===== config.mk =====
export PLATFORM = sky130hd
export DESIGN_NAME = frontend_reset_bias_test_ctrl
export DESIGN_NICKNAME = d
export VERILOG_FILES = /design/src/pkg/frontend_pkg.sv /design/src/rtl/frontend_reset_bias_test_ctrl.sv
export VERILOG_INCLUDE_DIRS = /design/src /design/src/pkg
export SDC_FILE = /design/constraint.sdc
export NUM_CORES = 1
export LEC_CHECK = 0
export BUFFER_PORTS_ARGS = -buffer_cell sky130_fd_sc_hd__buf_4
export CORE_MARGIN = 2
export CORE_UTILIZATION = 59
export DETAILED_ROUTE_END_ITERATION = 8
export PLACE_DENSITY_LB_ADDON = 0.25
export REMOVE_ABC_BUFFERS = 1
export SYNTH_ARGS = -nofsm -noshare
export SYNTH_HDL_FRONTEND = slang
export SYNTH_SLANG_ARGS = --single-unit
export TNS_END_PERCENT = 10

===== constraint.sdc =====
create_clock -name clk_sys -period 5 [get_ports clk_sys]
set_clock_uncertainty 0.05 [all_clocks]
set_input_delay 1.25 -clock clk_sys [delete_from_list [all_inputs] [get_ports clk_sys]]
set_output_delay 1.25 -clock clk_sys [all_outputs]
set_load 0.02 [all_outputs]

===== src/pkg/frontend_cfg.svh =====
`ifndef FRONTEND_CFG_SVH
`define FRONTEND_CFG_SVH

// ----------------------------------------------------------------
// Register addresses
// ----------------------------------------------------------------
`define ADDR_CONTROL      5'h00
`define ADDR_CONV_CFG     5'h07
`define ADDR_TEST_MODE    5'h0D
`define ADDR_RX_BIAS      5'h13

// ----------------------------------------------------------------
// Field positions
// ----------------------------------------------------------------
`define CTRL_SOFT_RESET   5
`define CONV_LOW_POWER    4
`define TEST_ANALOG_LOOP  7
`define TEST_DIGITAL_LOOP 6
`define TEST_RX_TRISTATE  5
`define BIAS_CONT_MSB     7
`define BIAS_CONT_LSB     5
`define BIAS_SW_MSB       4
`define BIAS_SW_LSB       3
`define BIAS_CONV_MSB     2
`define BIAS_CONV_LSB     0
`define CMD_READ          6
`define CMD_ADDR_MSB      4

// ----------------------------------------------------------------
// Reset and default values
// ----------------------------------------------------------------
`define RX_BIAS_RESET     8'h00
`define TEST_MODE_RESET   8'h00
`define CONV_CFG_RESET    8'h00
`define CONV_CFG_LOWPWR   8'h10
`define CONV_LOWPWR_CODE  3'h3

// ----------------------------------------------------------------
// Serial frame
// ----------------------------------------------------------------
`define BYTE_LAST         3'h7

`endif


===== src/pkg/frontend_pkg.sv =====
`default_nettype none

package frontend_pkg;

    // ------------------------------------------------------------
    // Serial control port states
    // ------------------------------------------------------------
    typedef enum logic [2:0] {
        SP_IDLE = 3'b001,
        SP_CMD  = 3'b010,
        SP_DATA = 3'b100
    } sp_state_t;

    // ------------------------------------------------------------
    // Carriers
    // ------------------------------------------------------------
    typedef struct packed {
        logic [2:0] continuous_gain_amp;
        logic [1:0] switched_cap_gain_amp;
        logic [2:0] converter;
    } bias_t;

    typedef struct packed {
        logic full_duplex;
        logic config_high;
    } strap_t;

endpackage

`default_nettype wire


===== src/rtl/frontend_reset_bias_test_ctrl.sv =====
// What this block does
// - Receive bias register splits into three fields.
// - Receive bias register resets to all zeros.
// - Converter low-power bit forces converter bias 011.
// - Duplex strap low half, high full duplex.
// - Register defaults come from both strap pins.
// - Serial select held high disables serial port.
// - Hardware or software reset restores strap defaults.
// - Calibration starts after hardware reset only.
// - Resets never flush transmit interpolation filter.
// - Registers reset immediately when reset pin falls.
// - Calibration starts on reset pin release.
// - Analog loopback feeds converter into transmit path.
// - Digital loopback returns transmit port to receive, in full duplex only.
// - Receive port can be placed in high impedance.
// - Test register bits: analog, digital, three-state.
`include "frontend_cfg.svh"

`default_nettype none

module frontend_reset_bias_test_ctrl #(
    parameter int CONV_W = 12,
    parameter int PORT_W = 6
) (
    input  wire logic                 clk_sys,
    input  wire logic                 arst_n,
    input  wire logic                 duplex_strap,
    input  wire logic                 config_strap,
    input  wire logic                 serial_port_select_n,
    input  wire logic                 serial_clk,
    input  wire logic                 serial_data_in,
    output logic                      serial_data_out,
    output logic                      serial_data_oe,
    input  wire logic [CONV_W-1:0]    adc_data,
    input  wire logic [CONV_W-1:0]    tx_word,
    input  wire logic [PORT_W-1:0]    tx_port,
    input  wire logic [PORT_W-1:0]    rx_word,
    output logic [CONV_W-1:0]         tx_filter_data,
    output logic [PORT_W-1:0]         rx_port_out,
    output logic                      rx_port_oe,
    output frontend_pkg::strap_t      strap,
    output frontend_pkg::bias_t       bias,
    output logic                      cal_start
);
    import frontend_pkg::*;

    // ------------------------------------------------------------
    // Declarations
    // ------------------------------------------------------------
    sp_state_t   state;
    logic        sclk_prev;
    logic        sclk_rise;
    logic        sclk_fall;
    logic [2:0]  bit_cnt;
    logic [7:0]  shift_in;
    logic [7:0]  shift_out;
    logic [7:0]  wr_byte;
    logic        is_read;
    logic [4:0]  addr;
    logic        commit;
    logic        cmd_done;
    logic [7:0]  read_value;
    logic        hw_first;
    logic        soft_req;
    logic        load_defaults;
    logic [7:0]  conv_cfg;
    logic [7:0]  test_mode;
    logic [7:0]  rx_bias;
    logic [7:0]  next_conv_cfg;
    logic        analog_loop;
    logic        digital_loop;
    logic        rx_tristate;

    // ------------------------------------------------------------
    // Reset sequencing
    // ------------------------------------------------------------

    // The registers fall to fixed values the moment the pin goes
    // low; strap levels may not enter an async reset, so the
    // strap-dependent defaults land on the first edge after release.
    // immediate register reset
    always_ff @(posedge clk_sys or negedge arst_n) begin
        if (!arst_n) begin
            hw_first <= 1'b1;
        end else begin
            hw_first <= 1'b0;
        end
    end

    assign load_defaults = hw_first | soft_req;

    always_ff @(posedge clk_sys or negedge arst_n) begin
        if (!arst_n) begin
            cal_start <= 1'b0;
        end else begin
            cal_start <= hw_first;
        end
    end

    always_ff @(posedge clk_sys or negedge arst_n) begin
        if (!arst_n) begin
            soft_req <= 1'b0;
        end else if (soft_req) begin
            soft_req <= 1'b0;
        end else if (commit && addr == `ADDR_CONTROL) begin
            soft_req <= wr_byte[`CTRL_SOFT_RESET];
        end
    end

    always_ff @(posedge clk_sys or negedge arst_n) begin
        if (!arst_n) begin
            strap <= '0;
        end else if (load_defaults) begin
            strap.full_duplex <= duplex_strap;
            strap.config_high <= config_strap;
        end
    end

    always_comb begin
        next_conv_cfg = `CONV_CFG_RESET;
        if (!duplex_strap && config_strap) begin
            next_conv_cfg = `CONV_CFG_LOWPWR;
        end
    end

    // ------------------------------------------------------------
    // Serial control port
    // ------------------------------------------------------------
    always_ff @(posedge clk_sys or negedge arst_n) begin
        if (!arst_n) begin
            sclk_prev <= 1'b0;
        end else begin
            sclk_prev <= serial_clk;
        end
    end

    assign sclk_rise = serial_clk & ~sclk_prev;
    assign sclk_fall = ~serial_clk & sclk_prev;
    assign cmd_done  = state == SP_CMD && sclk_rise
                       && bit_cnt == `BYTE_LAST;
    assign commit    = state == SP_DATA && sclk_rise && !is_read
                       && bit_cnt == `BYTE_LAST;
    // The last data bit is still on the pin at the commit edge.
    assign wr_byte   = {shift_in[6:0], serial_data_in};

    always_ff @(posedge clk_sys or negedge arst_n) begin
        if (!arst_n) begin
            state   <= SP_IDLE;
            bit_cnt <= 3'h0;
        end else if (serial_port_select_n) begin
            state   <= SP_IDLE;
            bit_cnt <= 3'h0;
        end else begin
            unique case (state)
                SP_IDLE: begin
                    state   <= SP_CMD;
                    bit_cnt <= 3'h0;
                end
                SP_CMD: begin
                    if (sclk_rise) begin
                        bit_cnt <= bit_cnt + 3'h1;
                    end
                    if (cmd_done) begin
                        state <= SP_DATA;
                    end
                end
                SP_DATA: begin
                    if (sclk_rise) begin
                        bit_cnt <= bit_cnt + 3'h1;
                    end
                    if (sclk_rise && bit_cnt == `BYTE_LAST) begin
                        state <= SP_CMD;
                    end
                end
                default: begin
                    state <= SP_IDLE;
                end
            endcase
        end
    end

    always_ff @(posedge clk_sys or negedge arst_n) begin
        if (!arst_n) begin
            shift_in <= 8'h00;
        end else if (sclk_rise && state != SP_IDLE
                     && !serial_port_select_n) begin
            shift_in <= {shift_in[6:0], serial_data_in};
        end
    end

    always_ff @(posedge clk_sys or negedge arst_n) begin
        if (!arst_n) begin
            is_read <= 1'b0;
            addr    <= 5'h00;
        end else if (cmd_done) begin
            is_read <= shift_in[`CMD_READ - 1];
            addr    <= {shift_in[3:0], serial_data_in};
        end
    end

    always_comb begin
        unique case (addr)
            `ADDR_CONV_CFG:  read_value = conv_cfg;
            `ADDR_TEST_MODE: read_value = test_mode;
            `ADDR_RX_BIAS:   read_value = rx_bias;
            default:         read_value = 8'h00;
        endcase
    end

    // Read data is loaded on the fall that closes the command byte,
    // once the address has settled, and then shifts on each later
    // fall, so the host can sample it before the next rise.
    always_ff @(posedge clk_sys or negedge arst_n) begin
        if (!arst_n) begin
            shift_out <= 8'h00;
        end else if (state == SP_DATA && is_read && sclk_fall) begin
            if (bit_cnt == 3'h0) begin
                shift_out <= read_value;
            end else begin
                shift_out <= {shift_out[6:0], 1'b0};
            end
        end
    end

    always_ff @(posedge clk_sys or negedge arst_n) begin
        if (!arst_n) begin
            serial_data_out <= 1'b0;
            serial_data_oe  <= 1'b0;
        end else begin
            serial_data_out <= shift_out[7];
            serial_data_oe  <= state == SP_DATA && is_read
                               && !serial_port_select_n;
        end
    end

    // ------------------------------------------------------------
    // Registers
    // ------------------------------------------------------------

    always_ff @(posedge clk_sys or negedge arst_n) begin
        if (!arst_n) begin
            conv_cfg <= `CONV_CFG_RESET;
        end else if (load_defaults) begin
            conv_cfg <= next_conv_cfg;
        end else if (commit && addr == `ADDR_CONV_CFG) begin
            conv_cfg <= wr_byte;
        end
    end

    always_ff @(posedge clk_sys or negedge arst_n) begin
        if (!arst_n) begin
            test_mode <= `TEST_MODE_RESET;
        end else if (load_defaults) begin
            test_mode <= `TEST_MODE_RESET;
        end else if (commit && addr == `ADDR_TEST_MODE) begin
            test_mode <= wr_byte;
        end
    end

    always_ff @(posedge clk_sys or negedge arst_n) begin
        if (!arst_n) begin
            rx_bias <= `RX_BIAS_RESET;
        end else if (load_defaults) begin
            rx_bias <= `RX_BIAS_RESET;
        end else if (commit && addr == `ADDR_RX_BIAS) begin
            rx_bias <= wr_byte;
        end
    end

    // ------------------------------------------------------------
    // Bias outputs
    // ------------------------------------------------------------

    always_ff @(posedge clk_sys or negedge arst_n) begin
        if (!arst_n) begin
            bias <= '0;
        end else begin
            bias.continuous_gain_amp <=
                rx_bias[`BIAS_CONT_MSB:`BIAS_CONT_LSB];
            bias.switched_cap_gain_amp <=
                rx_bias[`BIAS_SW_MSB:`BIAS_SW_LSB];
            if (conv_cfg[`CONV_LOW_POWER]) begin
                bias.converter <= `CONV_LOWPWR_CODE;
            end else begin
                bias.converter <=
                    rx_bias[`BIAS_CONV_MSB:`BIAS_CONV_LSB];
            end
        end
    end

    // ------------------------------------------------------------
    // Test data paths
    // ------------------------------------------------------------
    assign analog_loop  = test_mode[`TEST_ANALOG_LOOP];
    assign digital_loop = test_mode[`TEST_DIGITAL_LOOP];
    assign rx_tristate  = test_mode[`TEST_RX_TRISTATE];

    // The filter input register is cleared only by the pin reset so
    // the output is defined; the filter history downstream is not
    // flushed, which the host must do separately.
    // no filter flush
    always_ff @(posedge clk_sys or negedge arst_n) begin
        if (!arst_n) begin
            tx_filter_data <= '0;
        end else if (analog_loop) begin
            tx_filter_data <= adc_data;
        end else begin
            tx_filter_data <= tx_word;
        end
    end

    always_ff @(posedge clk_sys or negedge arst_n) begin
        if (!arst_n) begin
            rx_port_out <= '0;
        end else if (digital_loop && strap.full_duplex) begin
            rx_port_out <= tx_port;
        end else begin
            rx_port_out <= rx_word;
        end
    end

    always_ff @(posedge clk_sys or negedge arst_n) begin
        if (!arst_n) begin
            rx_port_oe <= 1'b0;
        end else begin
            rx_port_oe <= !rx_tristate;
        end
    end

endmodule

`default_nettype wire


==> impl_metrics.ini <==
[outcome]
status = completed

[clock_tree]
cts_root_buf = clkbuf_8
clk_latency_ps = 350
htree_levels = 3
cts_hold_buf = 0
cts_sinks = 86
cts_setup_buffers = 0
tritoncts = yes
path_clk_slew_ps = 80
clock_path_buffers = 2
cts_buffers = 9
postCtsResizedCells = 0

[pwr]
vdd_drop_max_uv = 248.4
switching_share_pct = 24.86
pwr-share-seq_pct = 55.6
power.density_nw_per_um2 = 306.5
switchingPower_mw = 0.3494
p_leak_nw = 2.303
p_clk_share_pct = 35.7
combPwrFrac_pct = 8.7
internal_power_mw = 1.056
fin_total_pwr_mw = 1.406

[logic_synthesis]
async_reset_ff_share_pct = 100.0
yosys-top-cells-count = dfrtp_1 (84), nor2_1 (35), mux2_2 (27)
synth-seq-cells = 86
ys_seq_area_share_pct = 56.50
synthCells = 309
syn_area_um2 = 3814
yosysTopAreaCell = dfrtp_1
yosysWarnings = 0
ys.flop_type = dfrtp_1
avgSynthCellArea_um2 = 12.34
synth_cell_types = 41
synth_edf_count = 0
synth_most_common_cell = dfrtp_1
synth_top_area_share_pct = 55.12
synth_area_leaders = dfrtp_1 (55%), mux2_2 (8.0%), mux2i_1 (6.3%)

[die]
pin_count = 75
dieArea_um2 = 7123
rows = 29
start_util_pct = 60.40
die_y_um = 84.40
core_area_um2 = 6314
die_w_um = 84.40

[grt]
grt_pass1_wl_um = 12540
grtUsageTotal_pct = 22.52
grt_max_degree = 87
antenna_found_initial = 0
grt_pass1_vias = 2594
grt-ovfl-total = 0

[sta]
post-route-min-period_ps = 2265
relSlewSlack_pct = 29.90
max_freq_ghz = 0.4415
hold_viol_final = 0
rsz0062_at_grt = no
fin_setup_tns_ps = 0
drv_slew = 0
fin_ws_ps = 2735
timing.hold.ws_ps = 332.8
period_share_pct = 45.30
finalSetupViolations = 0
tightestPinTransition_ps = 1052

[cells_and_area]
drive_gt1_share_pct = 33.51
fin_cells = 459
syn_to_final_growth_pct = 20.24
fill_cells = 447
fin_nets = 423
antenna_cells = 0
post-route-util_pct = 72.63
fin_area_um2 = 4586

[routing]
wl_met3_um = 416
drt_iter0_markers = 119
wl_per_cell_um = 16.36
wl_met2_um = 3803
remaining_drc_errors = 0
wl_met1_um = 3191
top_layer = met4
vias = 2606
wl_um = 7511
drt_pass1_iterations = 4
viasPerCell = 5.678
antenna_left = 0

[placement]
dpl.hpwl_um = 5087
gp_congestion = 0.8151
post_dp_cell_area_um2 = 4375
place_ws_ps = 2365
dp.cells = 443
portBuffers = 74

[hold_path]
hold_path_class = flip-flop to flip-flop

[setup_path]
required_ps = 5160
crit_fanout = 8
cp-start-kind = primary input
crit_chain = buf_4 -> and3b_1 -> nand4_4 -> mux2i_1 -> o21ai_1
path_delay_family = simple AND/OR/NAND/NOR gates
critPathSlowestCell = and3b_1
arrival_ps = 2420
critical_path_class = primary input to flip-flop
max_stage_delay_ps = 430
critPathCaptureType = flip-flop
crit_buf_inv = 1

[run]
cap_violations = 0
==> kinds of logic (layout without fill, tap and decap cells) <==
| logic type | count (synthesis) | in the layout | share of synthesized area (%) |
|---|---|---|---|
| AND/OR/NAND/NOR | 105 | 105 | 17.32 |
| buffers and inverters | 22 | 95 | 2.854 |
| other | 1 | 1 | 0.09833 |
| XOR/XNOR | 3 | 3 | 0.6891 |
| multiplexers | 58 | 58 | 16.34 |
| flip-flops | 86 | 86 | 56.50 |
| adder cells (fa/ha/maj) | 3 | 3 | 0.9844 |
| AO/OA/AOI/OAI | 31 | 31 | 5.217 |
==> layout make-up <==
cell class	instances	area [um2]	share of cell area, %
inverter	5	18.77	0.4093
clock buffer	12	155.1	3.383
timing repair buffer	74	555.5	12.11
sequential	86	2155	46.99
clock inverter	4	55.05	1.201
tap	77	96.34	2.101
multi-input combinational	201	1550	33.81
==> cells in the final DEF (no fill, tap or decap), types with 2 or more instances in the layout <==
| cell type | instances |
|---|---|
| nor3b_1 | 4 |
| and3_1 | 7 |
| nor2b_1 | 5 |
| nand2_1 | 10 |
| xnor2_1 | 3 |
| o21bai_1 | 2 |
| dfstp_2 | 2 |
| nand3_1 | 4 |
| o21ai_1 | 2 |
| mux2_2 | 27 |
| inv_1 | 5 |
| nor3b_2 | 2 |
| nor3_1 | 4 |
| a21oi_1 | 9 |
| buf_4 | 74 |
| nand2b_1 | 3 |
| mux2i_1 | 24 |
| o211ai_1 | 7 |
| ha_1 | 3 |
| and3b_1 | 2 |
| clkbuf_8 | 11 |
| or2_2 | 3 |
| clkinv_4 | 2 |
| dfrtp_1 | 84 |
| nand4_4 | 3 |
| nor2_1 | 35 |
| a31oi_1 | 7 |
| a22o_1 | 2 |
| nand3b_1 | 16 |
| mux2_1 | 7 |
==> sequential cells by signal, summed over array words and instances (netlist names) <==
signal           count
rx_port_out          6
serial_data_out      1
bias                 8
addr                 5
hw_first             1
conv_cfg             8
rx_bias              8
tx_filter_data      12
bit_cnt              3
rx_port_oe           1
shift_in             7
test_mode            8
strap                2
state                3
serial_data_oe       1
sclk_prev            1
shift_out            8
soft_req             1
cal_start            1
is_read              1
==> path summary, 6_finish.rpt <==
path                            cells after the start                     start  slack (ps)                   endpoint
min in group asynchronous                           1                    arst_n        1010        sclk_prev$_DFF_PN0_
worst min-delay path                                0  shift_out[7]$_DFFE_PN0P_         330  serial_data_out$_DFF_PN0_
worst max-delay path                                5                serial_clk        2740    conv_cfg[4]$_DFFE_PN0P_
worst min register to register                      0  shift_out[7]$_DFFE_PN0P_         330  serial_data_out$_DFF_PN0_
max in group asynchronous                           1                    arst_n        3180     bit_cnt[2]$_DFFE_PN0P_
worst max register to register                      4      state[1]$_DFFE_PN0P_        2980   shift_out[1]$_DFFE_PN0P_
==> worst register-to-register path: cells and delay by family, from the launching register on <==
kind,cells,cell delay (ps)
simple gates,3,1180
flops,1,520
compound gates,1,180
==> metal layers <==
metal | vias to the layer above | global-route usage, %
met5 | - | 0
met1 | 1304 | 30.33
met2 | 71 | 36.15
met3 | 11 | 5.900
met4 | 0 | 7.359
li1 | 1220 | -
==> power groups by stage <==
stage / Sequential (mW) / Combinational [mW] / Clock (mW)
after floorplan: 0.787 / 0.0457 / 0
after global placement: 0.794 / 0.120 / 0
after detailed placement: 0.795 / 0.124 / 0
after CTS: 0.781 / 0.125 / 0.511
after global routing: 0.788 / 0.134 / 0.539
final: 0.781 / 0.122 / 0.502
(Power assumes the default switching activity.)
